$ cat src/rtl/ais_consts.svh
// Constants for the analog input scaling block and its controller.
// Assumes it is included by bare name from the package; the other rtl files that use it rely on compile order.
`ifndef AIS_CONSTS_SVH
`define AIS_CONSTS_SVH

// ----------------------------------------------------------------
// Device memory map, word addresses on the link
// ----------------------------------------------------------------
`define AIS_A_DATA      8'h01
`define AIS_A_HI_FLG    8'h11
`define AIS_A_LO_FLG    8'h12
`define AIS_A_SC_ACT    8'h28
`define AIS_A_PT_EN     8'h2f
`define AIS_A_SC_EN     8'h31
`define AIS_A_LO_AEN    8'h35
`define AIS_A_HI_AEN    8'h36
`define AIS_A_AL_LIM    8'h37
`define AIS_A_SC_LIM    8'h77
`define AIS_A_WCNT      8'h97
`define AIS_A_CMP       8'h99
`define AIS_A_FMT       8'h9a
`define AIS_NPT         16
`define AIS_NLIM        32
`define AIS_RAW_SPAN    30'sh0fff
`define AIS_WCNT_MAX    16'h270f

// ----------------------------------------------------------------
// Controller registers on APB, byte addresses
// ----------------------------------------------------------------
`define AIS_H_CTRL      12'h000
`define AIS_H_WDAT      12'h004
`define AIS_H_RDAT      12'h008
`define AIS_H_STAT      12'h00c
`define AIS_H_MASK      12'h010
`define AIS_CTRL_WE     8
`define AIS_ST_DONE     0
`define AIS_ST_ALARM    1
`define AIS_ST_BUSY     8

`endif

$ cat src/rtl/ais_pkg.sv
// Types shared by both ends of the analog input scaling link.
// Assumes ais_consts.svh is on the include path.
`include "ais_consts.svh"

package ais_pkg;

    typedef logic [15:0] ais_word_t;

    // ----------------------------------------------------------------
    // Device state
    // ----------------------------------------------------------------
    typedef struct packed {
        logic [15:0]                     pt_en_ff;
        logic [15:0]                     sc_en_ff;
        logic [15:0]                     lo_aen_ff;
        logic [15:0]                     hi_aen_ff;
        logic                            fmt_ff;
        logic [`AIS_NLIM-1:0][15:0]      scl_ff;
        logic [`AIS_NLIM-1:0][15:0]      alm_ff;
        logic [`AIS_NPT-1:0][15:0]       res_ff;
        logic [15:0]                     hi_flg_ff;
        logic [15:0]                     lo_flg_ff;
        logic [15:0]                     wcnt_ff;
        logic [15:0]                     cmp_ff;
        logic                            ack_ff;
        logic [15:0]                     rdata_ff;
        logic                            ov_ff;
        logic [3:0]                      opt_ff;
        logic [15:0]                     odat_ff;
        logic                            nv_st_ff;
        logic                            nv_ref_ff;
    } ais_dev_st_t;

    // ----------------------------------------------------------------
    // Controller state
    // ----------------------------------------------------------------
    typedef enum logic [2:0] {
        AIS_IDLE = 3'b001,
        AIS_REQ  = 3'b010,
        AIS_WAIT = 3'b100
    } ais_hfsm_t;

    typedef struct packed {
        ais_hfsm_t   fsm_ff;
        logic [7:0]  addr_ff;
        logic        we_ff;
        logic [15:0] wdat_ff;
        logic [15:0] rdat_ff;
        logic [1:0]  stat_ff;
        logic [1:0]  mask_ff;
        logic        alm_ff;
        logic [31:0] prdata_ff;
    } ais_host_st_t;

endpackage

$ cat src/rtl/ais_link_if.sv
// Word-access link between the controller and the scaling device.
// Assumes both ends run on the same pclk.
`timescale 1ns/100ps

interface ais_link_if;
    logic        req;
    logic        we;
    logic [7:0]  addr;
    logic [15:0] wdata;
    logic        ack;
    logic [15:0] rdata;
    logic        alarm;

    modport dev (
        input  req,
        input  we,
        input  addr,
        input  wdata,
        output ack,
        output rdata,
        output alarm
    );

    modport host (
        output req,
        output we,
        output addr,
        output wdata,
        input  ack,
        input  rdata,
        input  alarm
    );
endinterface

$ cat src/rtl/ais_dev.sv
// Scaling device: per-point scaling, alarms on each post-scaling sample, memory map.
// Assumes samples and link requests come from logic on pclk.
//
// What this block does
// - Nonvolatile store refused without confirmation word.
// - Confirmation equal to write count authorises store.
// - Host disables point before reconfiguring it.
// - Enabled functions run before result is stored.
// - Limit alarms judge each un-averaged sample.
// - Scaling maps raw 0..4095 onto low..high.
// - Bounds binary full range or BCD +-7999.
// - Low above high gives inverted output.
// - One scaling enable bit per point.
// - Status word shows scaling active per point.
// - Scale bounds kept contiguous in selected format.
// - Host writes bounds before setting enable.
`timescale 1ns/100ps

module ais_dev (
    input  wire logic        pclk,
    input  wire logic        presetn,
    input  wire logic        ce,
    ais_link_if.dev          link,
    input  wire logic        smp_valid,
    input  wire logic [3:0]  smp_point,
    input  wire logic [11:0] smp_raw,
    output logic             out_valid,
    output logic [3:0]       out_point,
    output logic [15:0]      out_data,
    output logic             nv_store,
    output logic             nv_refused
);

    // ----------------------------------------------------------------
    // Helpers
    // ----------------------------------------------------------------
    // Signed BCD: bit 15 is the sign, four digits below it.
    function automatic logic signed [15:0] bcd2bin(input logic [15:0] v);
        logic [15:0] mag;
        mag = 16'(v[14:12] * 10'd1000) + 16'(v[11:8] * 7'd100)
            + 16'(v[7:4] * 4'd10) + 16'(v[3:0]);
        return v[15] ? -$signed(mag) : $signed(mag);
    endfunction

    function automatic logic [15:0] bin2bcd(input logic signed [15:0] v);
        logic [15:0] mag;
        mag = v[15] ? 16'(-v) : 16'(v);
        return {v[15], 3'(mag / 16'd1000), 4'((mag / 16'd100) % 16'd10),
                4'((mag / 16'd10) % 16'd10), 4'(mag % 16'd10)};
    endfunction

    function automatic logic [15:0] fmt_in(input logic bcd,
                                           input logic [15:0] v);
        return bcd ? 16'(bcd2bin(v)) : v;
    endfunction

    // Truncating signed divide rounds toward zero.
    function automatic logic [15:0] scale(input logic [11:0] raw,
                                          input logic [15:0] lo,
                                          input logic [15:0] hi);
        logic signed [29:0] span;
        logic signed [29:0] prod;
        logic signed [29:0] quo;
        span = 30'($signed({hi[15], hi}) - $signed({lo[15], lo}));
        prod = $signed({18'h0, raw}) * span;
        quo  = prod / `AIS_RAW_SPAN;
        return 16'(lo + quo[15:0]);
    endfunction

    // ----------------------------------------------------------------
    // State
    // ----------------------------------------------------------------
    ais_pkg::ais_dev_st_t r;
    ais_pkg::ais_dev_st_t nxt_r;

    logic [4:0]  lo_ix;
    logic [4:0]  hi_ix;
    logic [15:0] lo_b;
    logic [15:0] hi_b;
    logic [15:0] alo_b;
    logic [15:0] ahi_b;
    logic [15:0] val;
    logic [15:0] sc_act;
    logic [4:0]  wix;
    logic [7:0]  a;

    assign sc_act     = r.sc_en_ff & r.pt_en_ff;
    assign link.ack   = r.ack_ff;
    assign link.rdata = r.rdata_ff;
    assign link.alarm = |(r.hi_flg_ff | r.lo_flg_ff);
    assign out_valid  = r.ov_ff;
    assign out_point  = r.opt_ff;
    assign out_data   = r.odat_ff;
    assign nv_store   = r.nv_st_ff;
    assign nv_refused = r.nv_ref_ff;

    // ----------------------------------------------------------------
    // Next state
    // ----------------------------------------------------------------
    always_comb begin
        nxt_r           = r;
        nxt_r.ack_ff    = 1'b0;
        nxt_r.ov_ff     = 1'b0;
        nxt_r.nv_st_ff  = 1'b0;
        nxt_r.nv_ref_ff = 1'b0;
        a     = link.addr;
        wix   = 5'(a - `AIS_A_SC_LIM);
        lo_ix = {smp_point, 1'b0};
        hi_ix = {smp_point, 1'b1};
        lo_b  = fmt_in(r.fmt_ff, r.scl_ff[lo_ix]);
        hi_b  = fmt_in(r.fmt_ff, r.scl_ff[hi_ix]);
        alo_b = fmt_in(r.fmt_ff, r.alm_ff[lo_ix]);
        ahi_b = fmt_in(r.fmt_ff, r.alm_ff[hi_ix]);
        if (r.sc_en_ff[smp_point]) begin
            val = scale(smp_raw, lo_b, hi_b);
        end else begin
            val = {4'h0, smp_raw};
        end

        // Link access: clear-on-write of flags comes before sample sets.
        if (link.req) begin
            nxt_r.ack_ff = 1'b1;
            if (link.we) begin
                if (a >= `AIS_A_SC_LIM && a < `AIS_A_WCNT) begin
                    nxt_r.scl_ff[wix] = link.wdata;
                end else if (a >= `AIS_A_AL_LIM && a < `AIS_A_SC_LIM) begin
                    nxt_r.alm_ff[5'(a - `AIS_A_AL_LIM)] = link.wdata;
                end
                case (a)
                    `AIS_A_PT_EN:  nxt_r.pt_en_ff  = link.wdata;
                    `AIS_A_SC_EN:  nxt_r.sc_en_ff  = link.wdata;
                    `AIS_A_LO_AEN: nxt_r.lo_aen_ff = link.wdata;
                    `AIS_A_HI_AEN: nxt_r.hi_aen_ff = link.wdata;
                    `AIS_A_FMT:    nxt_r.fmt_ff    = link.wdata[0];
                    `AIS_A_HI_FLG: nxt_r.hi_flg_ff = r.hi_flg_ff & ~link.wdata;
                    `AIS_A_LO_FLG: nxt_r.lo_flg_ff = r.lo_flg_ff & ~link.wdata;
                    `AIS_A_CMP: begin
                        nxt_r.cmp_ff = link.wdata;
                        if (link.wdata == r.wcnt_ff) begin
                            nxt_r.nv_st_ff = 1'b1;
                            if (r.wcnt_ff != `AIS_WCNT_MAX) begin
                                nxt_r.wcnt_ff = r.wcnt_ff + 16'h0001;
                            end
                        end else begin
                            nxt_r.nv_ref_ff = 1'b1;
                        end
                    end
                    default: ;
                endcase
            end else begin
                nxt_r.rdata_ff = 16'h0000;
                if (a >= `AIS_A_SC_LIM && a < `AIS_A_WCNT) begin
                    nxt_r.rdata_ff = r.scl_ff[wix];
                end else if (a >= `AIS_A_AL_LIM && a < `AIS_A_SC_LIM) begin
                    nxt_r.rdata_ff = r.alm_ff[5'(a - `AIS_A_AL_LIM)];
                end else if (a >= `AIS_A_DATA && a < `AIS_A_HI_FLG) begin
                    nxt_r.rdata_ff = r.res_ff[4'(a - `AIS_A_DATA)];
                end
                case (a)
                    `AIS_A_SC_ACT: nxt_r.rdata_ff = sc_act;
                    `AIS_A_PT_EN:  nxt_r.rdata_ff = r.pt_en_ff;
                    `AIS_A_SC_EN:  nxt_r.rdata_ff = r.sc_en_ff;
                    `AIS_A_LO_AEN: nxt_r.rdata_ff = r.lo_aen_ff;
                    `AIS_A_HI_AEN: nxt_r.rdata_ff = r.hi_aen_ff;
                    `AIS_A_FMT:    nxt_r.rdata_ff = {15'h0, r.fmt_ff};
                    `AIS_A_HI_FLG: nxt_r.rdata_ff = r.hi_flg_ff;
                    `AIS_A_LO_FLG: nxt_r.rdata_ff = r.lo_flg_ff;
                    `AIS_A_WCNT:   nxt_r.rdata_ff = r.wcnt_ff;
                    `AIS_A_CMP:    nxt_r.rdata_ff = r.cmp_ff;
                    default: ;
                endcase
            end
        end

        // Samples of disabled points are dropped, leaving old results.
        if (smp_valid && r.pt_en_ff[smp_point]) begin
            if (r.lo_aen_ff[smp_point] && $signed(val) < $signed(alo_b)) begin
                nxt_r.lo_flg_ff[smp_point] = 1'b1;
            end
            if (r.hi_aen_ff[smp_point] && $signed(val) > $signed(ahi_b)) begin
                nxt_r.hi_flg_ff[smp_point] = 1'b1;
            end
            nxt_r.ov_ff   = 1'b1;
            nxt_r.opt_ff  = smp_point;
            nxt_r.odat_ff = r.fmt_ff ? bin2bcd(val) : val;
            nxt_r.res_ff[smp_point] = nxt_r.odat_ff;
        end
    end

    // ----------------------------------------------------------------
    // Registers
    // ----------------------------------------------------------------
    always_ff @(posedge pclk or negedge presetn) begin
        if (!presetn) begin
            r <= '0;
        end else if (ce) begin
            r <= nxt_r;
        end
    end

endmodule

$ cat src/flat_wrapper.sv
// flat-port wrapper written by rule: the top's interface ports become plain ports
module ais_dev_flat 
  (pclk, presetn, ce, smp_valid, smp_point, smp_raw, out_valid, out_point, out_data, nv_store, nv_refused, link_req, link_we, link_addr, link_wdata, link_ack, link_rdata, link_alarm);
  ais_link_if link_i ();
  input  wire logic pclk;
  input  wire logic presetn;
  input  wire logic ce;
  input  wire logic smp_valid;
  input  wire logic [3:0] smp_point;
  input  wire logic [11:0] smp_raw;
  output logic out_valid;
  output logic [3:0] out_point;
  output logic [15:0] out_data;
  output logic nv_store;
  output logic nv_refused;
  input wire logic [$bits(link_i.req)-1:0] link_req;
  input wire logic [$bits(link_i.we)-1:0] link_we;
  input wire logic [$bits(link_i.addr)-1:0] link_addr;
  input wire logic [$bits(link_i.wdata)-1:0] link_wdata;
  output wire logic [$bits(link_i.ack)-1:0] link_ack;
  output wire logic [$bits(link_i.rdata)-1:0] link_rdata;
  output wire logic [$bits(link_i.alarm)-1:0] link_alarm;
  assign link_i.req = link_req;
  assign link_i.we = link_we;
  assign link_i.addr = link_addr;
  assign link_i.wdata = link_wdata;
  assign link_ack = link_i.ack;
  assign link_rdata = link_i.rdata;
  assign link_alarm = link_i.alarm;
  ais_dev u_core (.pclk(pclk), .presetn(presetn), .ce(ce), .link(link_i), .smp_valid(smp_valid), .smp_point(smp_point), .smp_raw(smp_raw), .out_valid(out_valid), .out_point(out_point), .out_data(out_data), .nv_store(nv_store), .nv_refused(nv_refused));
endmodule
$ cat config.mk
export PLATFORM = sky130hd
export DESIGN_NAME = ais_dev_flat
export DESIGN_NICKNAME = d
export VERILOG_FILES = /design/src/rtl/ais_pkg.sv /design/src/rtl/ais_link_if.sv /design/src/rtl/ais_dev.sv /design/src/flat_wrapper.sv
export VERILOG_INCLUDE_DIRS = /design/src /design/src/rtl
export SDC_FILE = /design/constraint.sdc
export NUM_CORES = 2
export LEC_CHECK = 0
export BUFFER_PORTS_ARGS = -buffer_cell sky130_fd_sc_hd__buf_2
export CORE_MARGIN = 2
export CORE_UTILIZATION = 39
export CTS_CLUSTER_SIZE = 14
export DETAILED_ROUTE_END_ITERATION = 8
export GPL_TIMING_DRIVEN = 0
export SYNTH_ARGS = -nofsm -noshare
export SYNTH_HDL_FRONTEND = slang
export SYNTH_SLANG_ARGS = --single-unit
$ cat constraint.sdc
create_clock -name pclk -period 55.5 [get_ports pclk]
set_input_delay 8.325 -clock pclk [delete_from_list [all_inputs] [get_ports pclk]]
set_output_delay 8.325 -clock pclk [all_outputs]
set_load 0.05 [all_outputs]
== Word level (Yosys, flattened, before mapping) ==
Cells that the tools add are included.
Operators by class
  bitwise operators: 9
  muxes and demuxes: 65
  magnitude comparators: 17
  $mul: 13
  divide/modulo/power cells: 7
  equal/unequal tests: 12
  add/subtract/negate cells: 23
  reduce and logical (&&, ||, !) cells: 21
Operators with widths (number)
  bitwise mux 512 bit: 2
  2-to-1 mux 16 bit: 30
  binary-select mux 16 bit (select 4 bit): 5
  bitwise mux 256 bit: 1
  binary-select mux 16 bit (select 5 bit): 2
  demux 16 bit (select 5 bit): 2
  one-hot mux 16 bit (10 select lines): 1
  2-to-1 mux 81 bit: 1
  negation 16 bit: 5
  adder 16 x 4 -> 16 bit: 4
  adder 16 x 8 -> 16 bit: 4
  demux 16 bit (select 4 bit): 1
  2-to-1 mux 32 bit: 2
  2-to-1 mux 64 bit: 1
  adder 13 x 11 -> 14 bit: 4
  bitwise AND 16 bit: 3
  remainder unit 16 x 4 -> 16 bit, second input constant: 3
  OR 16 bit: 3
  equality test 8 x 6 -> 1 bit, second input constant: 5
  multiplier 3 x 7 -> 10 bit, second input constant: 4
  multiplier 4 x 5 -> 9 bit, second input constant: 4
  divider 30 x 13 -> 30 bit, second input constant: 1
  multiplier 13 x 30 -> 30 bit: 1
  multiplier 4 x 3 -> 7 bit, second input constant: 4
  39 further kinds: 74
Storage, ports and cells
  flip-flop bits (word level): 1449

== Depth between registers and ports, before layout ==
  depth in word-level cells: 20
  depth in mapped cells: 174

== Worst setup path before layout ==
Ideal clock, no wire load.
  path kind: input port to flip-flop
  start point: input port smp_point[0]
  end point: register u_core.r[210] (netlist name)
  setup slack: 8895 ps
  stages on the path: 150
  arrival time: 46470 ps
  cells stage by stage: clkbuf_1 clkbuf_1 clkbuf_1 clkbuf_1 clkbuf_1 clkbuf_1 buf_1 mux4_2 mux4_2 inv_1 fa_1 inv_1 fa_1 inv_1 ha_1 xnor2_1 ha_1 ha_1 (+114 left out) o211ai_1 nand3_1 a221oi_2 nand2_1 a221oi_1 a21oi_1 or4_1 and3_1 o31ai_2 a221oi_2 o221a_1 or3_1 and2_1 ha_1 nor2b_1 o21ai_2 buf_4 a31oi_1
On the way
  cells in the longest elaborated chain, start to end: 20
RTL lines
  start: declaration: line flat_wrapper.sv:9  | input wire logic [3:0] smp_point;
  binary-select mux 16 bit (select 4 bit), on equally long branches: line ais_dev.sv:111, ais_dev.sv:110
  2-to-1 mux 16 bit, on equally long branches: line ais_dev.sv:111, ais_dev.sv:110
  multiplier 3 x 7 -> 10 bit / multiplier 4 x 5 -> 9 bit (equally long branches): line ais_dev.sv:40  | mag = 16'(v[14:12] * 10'd1000) + 16'(v[11:8] * 7'd100)
  adder 13 x 11 -> 14 bit: line ais_dev.sv:40
  adder 16 x 8 -> 16 bit: line ais_dev.sv:41  | + 16'(v[7:4] * 4'd10) + 16'(v[3:0]);
  adder 16 x 4 -> 16 bit: line ais_dev.sv:41
  negation 16 bit: line ais_dev.sv:42  | return v[15] ? -$signed(mag) : $signed(mag);
  2-to-1 mux 16 bit: line ais_dev.sv:42
  (+4 left out)
  adder 16 bit: line ais_dev.sv:67  | return 16'(lo + quo[15:0]);
  2-to-1 mux 16 bit: line ais_dev.sv:114  | if (r.sc_en_ff[smp_point]) begin
  negation 16 bit: line ais_dev.sv:47  | mag = v[15] ? 16'(-v) : 16'(v);
  2-to-1 mux 16 bit: line ais_dev.sv:47
  divider 16 x 7 -> 16 bit: line ais_dev.sv:48  | return {v[15], 3'(mag / 16'd1000), 4'((mag / 16'd100) % 16'd10),
  remainder unit 16 x 4 -> 16 bit: line ais_dev.sv:48
  2-to-1 mux 15 bit: line ais_dev.sv:185  | nxt_r.odat_ff = r.fmt_ff ? bin2bcd(val) : val;
  bitwise mux 256 bit: line ais_dev.sv:186  | nxt_r.res_ff[smp_point] = nxt_r.odat_ff;
  end signal: assignment: line ais_dev.sv:197  | r <= nxt_r;
  end: declaration: line ais_dev.sv:73  | ais_pkg::ais_dev_st_t r;
Parallel ways exist; a longest one is shown, timed or not. The select of a mux whose other input is x is not followed.
A chain may end at the register's enable or synchronous reset.

== Worst setup path after layout ==
  start point: input port smp_point[0]
  end point: register u_core.r[225] (netlist name)
On the way
  cells in the longest elaborated chain, start to end: 20
RTL lines
  binary-select mux 16 bit (select 4 bit), on equally long branches: line ais_dev.sv:111, ais_dev.sv:110
  2-to-1 mux 16 bit, on equally long branches: line ais_dev.sv:111, ais_dev.sv:110
  multiplier 3 x 7 -> 10 bit / multiplier 4 x 5 -> 9 bit (equally long branches): line ais_dev.sv:40
  adder 13 x 11 -> 14 bit: line ais_dev.sv:40
  adder 16 x 8 -> 16 bit: line ais_dev.sv:41
  adder 16 x 4 -> 16 bit: line ais_dev.sv:41
  negation 16 bit: line ais_dev.sv:42
  2-to-1 mux 16 bit: line ais_dev.sv:42
  (+5 left out)
  2-to-1 mux 16 bit (*): line ais_dev.sv:114
  net u_core.val[15]: line ais_dev.sv:82  | logic [15:0] val;
  negation 16 bit: line ais_dev.sv:47
  2-to-1 mux 16 bit (*): line ais_dev.sv:47
  divider 16 x 7 -> 16 bit (*): line ais_dev.sv:48
  remainder unit 16 x 4 -> 16 bit (*): line ais_dev.sv:48
  2-to-1 mux 15 bit (*): line ais_dev.sv:185
  bitwise mux 256 bit (*): line ais_dev.sv:186
Mark *: on every way through the listed nets, which the timed path passes. The rest lies on a longest branch. The select of a mux whose other input is x is not followed.

==> flow_metrics.env <==
export IMPL_cap_violations=36
export IMPL_holdWs_ps=475
export IMPL_dieWidth_um=525
export IMPL_critPathKind="input port to flop"
export IMPL_met2_length_um=194000
export IMPL_dp_cells=13157
export IMPL_end_kind="flop"
export IMPL_placed_cell_area_um2=111000
export IMPL_fp_dieH_um=525
export IMPL_routed_via_count=88891
export IMPL_syn_avg_cell_area_um2=11.1
export IMPL_wl_met3_um=60000
export IMPL_dieArea_um2=275000
export IMPL_yosys_top_cells_area="dfrtp_1 34%, mux4_2 14%, mux2_2 12%"
export IMPL_io_buffers=62
export IMPL_finalNonFillerCells=13488
export IMPL_clk_pin_slew_ps=60
export IMPL_violations="capacitance limit, slew limit"
export IMPL_fillers=25314
export IMPL_crit_fanout=19
export IMPL_synth_edff_count=0
export IMPL_htree_levels=4
export IMPL_post_drt_wl_per_cell_um=34.7
export IMPL_synth_nets=10079
export IMPL_grt_pass1_wl_um=654000
export IMPL_max_stage_delay_ps=760
export IMPL_critical_path_startpoint_type="input port"
export IMPL_yosys_area_top_type="dfrtp_1"
export IMPL_yosysTopAreaCellShare=0.343
export IMPL_setup_viol=0
export IMPL_ctsLongestPathBuffers=4
export IMPL_wl_met1_um=175000
export IMPL_post_route_period_util=0.955
export IMPL_ctsHoldBuffers=0
export IMPL_drive_gt1_frac=0.272
export IMPL_clkLatencyLatePin_ps=920
export IMPL_crit_path_top_delay_cell="o21ai_2"
export IMPL_rows=191
export IMPL_initial_utilization=0.391
export IMPL_max_slew_margin=-0.132
export IMPL_first_pass_iters=6
export IMPL_async_flop_share=1.00
export IMPL_track_usage=0.332
export IMPL_grt_max_degree=177
export IMPL_post_route_min_period_ps=52980
export IMPL_route_final_wire_length_um=467000
export IMPL_worst_pin_slew_ps=1700
export IMPL_hpwl_um=348000
export IMPL_hold_viol=0
export IMPL_viasPerCell=6.59
export IMPL_max_clock_freq_mhz=18.9
export IMPL_synth_cell_types=171
export IMPL_first_iter_violations=11614
export IMPL_final_cell_mix="1449 x dfrtp_1, 1132 x mux2_2, 886 x nand2_1, 667 x mux4_2, 446 x nor2_1"
export IMPL_grt_overflow=0
export IMPL_critPathRequiredTime_ps=56140
export IMPL_arrival_ps=53630
export IMPL_syn2layout_area_growth_pct=11.0
export IMPL_synth_cells=9485
export IMPL_antenna_found_initial=65
export IMPL_ys_ff_latch=1449
export IMPL_hold_path_class="flop to flop"
export IMPL_grt_setup_unrepaired="false"
export IMPL_ios=87
export IMPL_core_area_um2=270000
export IMPL_yosysWarnings=0
export IMPL_cts_made_buffers=166
export IMPL_yosysSeqAreaShare=0.343
export IMPL_drc=0
export IMPL_clock_sinks=1449
export IMPL_cts_root_buf="clkbuf_16"
export IMPL_cts_tree="done"
export IMPL_maxSlewViolCount=306
export IMPL_status="finished, violations left"
export IMPL_first_global_vias=85922
export IMPL_routabilityCongestion=1.02
export IMPL_final_common_cell="dfrtp_1"
export IMPL_top_layer_used="met5"
export IMPL_ant_nets=0
export IMPL_syn_area_um2=106000
export IMPL_fin_skew_ps=130
export IMPL_fin_area_um2=117000
export IMPL_synth_flop_cell="dfrtp_1"
export IMPL_nNetsFinal=10348
[final cells by class]
class	instances	area (um2)	share of cell area
Timing Repair Buffer	105	1170	0.0100
Multi-Input combinational cell	6929	64900	0.553
Inverter	407	1530	0.0131
Clock buffer	227	4800	0.0409
Buffer	696	3380	0.0288
Antenna cell	52	130	0.00111
Tap cell	3570	4470	0.0381
Sequential cell	1449	36300	0.309
Clock inverter	53	723	0.00616
[cell families after synthesis]
| logic type | synth area share |
|---|---|
| buffers and inverters | 0.0450 |
| xor gates and xnor gates | 0.0327 |
| muxes | 0.272 |
| and+or+nand+nor | 0.104 |
| adders and majority gates | 0.0818 |
| DFF | 0.343 |
| AOI/OAI and AO/OA | 0.122 |
[synthesized netlist by cell type, drive strengths merged, types with 54 or more instances]
cell    instances
a211oi         73
a21o           62
a21oi         382
a221oi         65
a22oi          61
a31oi         109
and2          150
and3           56
buf           227
clkbuf        467
dfrtp        1449
fa            230
ha            318
inv           403
mux2         1136
mux2i          90
mux4          667
nand2         892
nand3         136
nand4          68
nor2          466
nor2b          54
nor3          134
nor4           62
o21ai         497
o21bai         61
or3            58
xnor2         267
xor2          117
[critical path, delay by kind of cell]
| family | cells | cell delay [ps] |
|---|---|---|
| AOI/OAI and AO/OA | 59 | 17930 |
| xor gates and xnor gates | 6 | 1300 |
| adders and majority gates | 17 | 6550 |
| buffers and inverters | 22 | 7410 |
| muxes | 10 | 4240 |
| and+or+nand+nor | 33 | 7730 |
[per-stage QoR]
step,setup TNS [ps],util,worst slack (ps)
after floorplan,0,-,8890
after global placement,-435530,0.409,-2840
after detailed placement,-216230,0.413,-1850
after CTS,0,0.433,6.32
after global routing,0,0.434,51.7
final,0,0.434,2520
[timing repair]
| action | in CTS | in global routing |
|---|---|---|
| setup endpoints to repair | 157 | 238 |
| gates resized for setup | 17 | 51 |
| buffers inserted | 0 | 0 |
[flip-flops by register name (all words and copies together) (netlist names)]
name,cells
u_core.r,1409
u_core.out_point,4
u_core.nv_refused,1
u_core.nv_store,1
u_core.out_data,16
u_core.link.ack,1
u_core.out_valid,1
u_core.link.rdata,16
[per-layer routing]
layer / up-vias / GRT usage
met5: - / 0.00208
met4: 24 / 0.219
met3: 1505 / 0.132
met2: 5832 / 0.471
met1: 45756 / 0.416
li1: 35774 / -
[path summary, 6_finish.rpt]
| check | startpoint | end | slack, ps | cells past startpoint |
|---|---|---|---|---|
| setup / recovery | smp_point[0] | u_core.r[225] | 2520 | 147 |
| hold / removal | u_core.r[263] | u_core.r[263] | 470 | 2 |
| setup reg to reg | u_core.r[1269] | u_core.r[225] | 12750 | 146 |
| hold reg to reg | u_core.r[263] | u_core.r[263] | 470 | 2 |
| max in group asynchronous | presetn | u_core.r[998] | 45330 | 4 |
| min in group asynchronous | presetn | u_core.r[729] | 7510 | 1 |
Power is not shown: default switching activity piles up to over one toggle a cycle in this logic, so the estimate is an artifact.
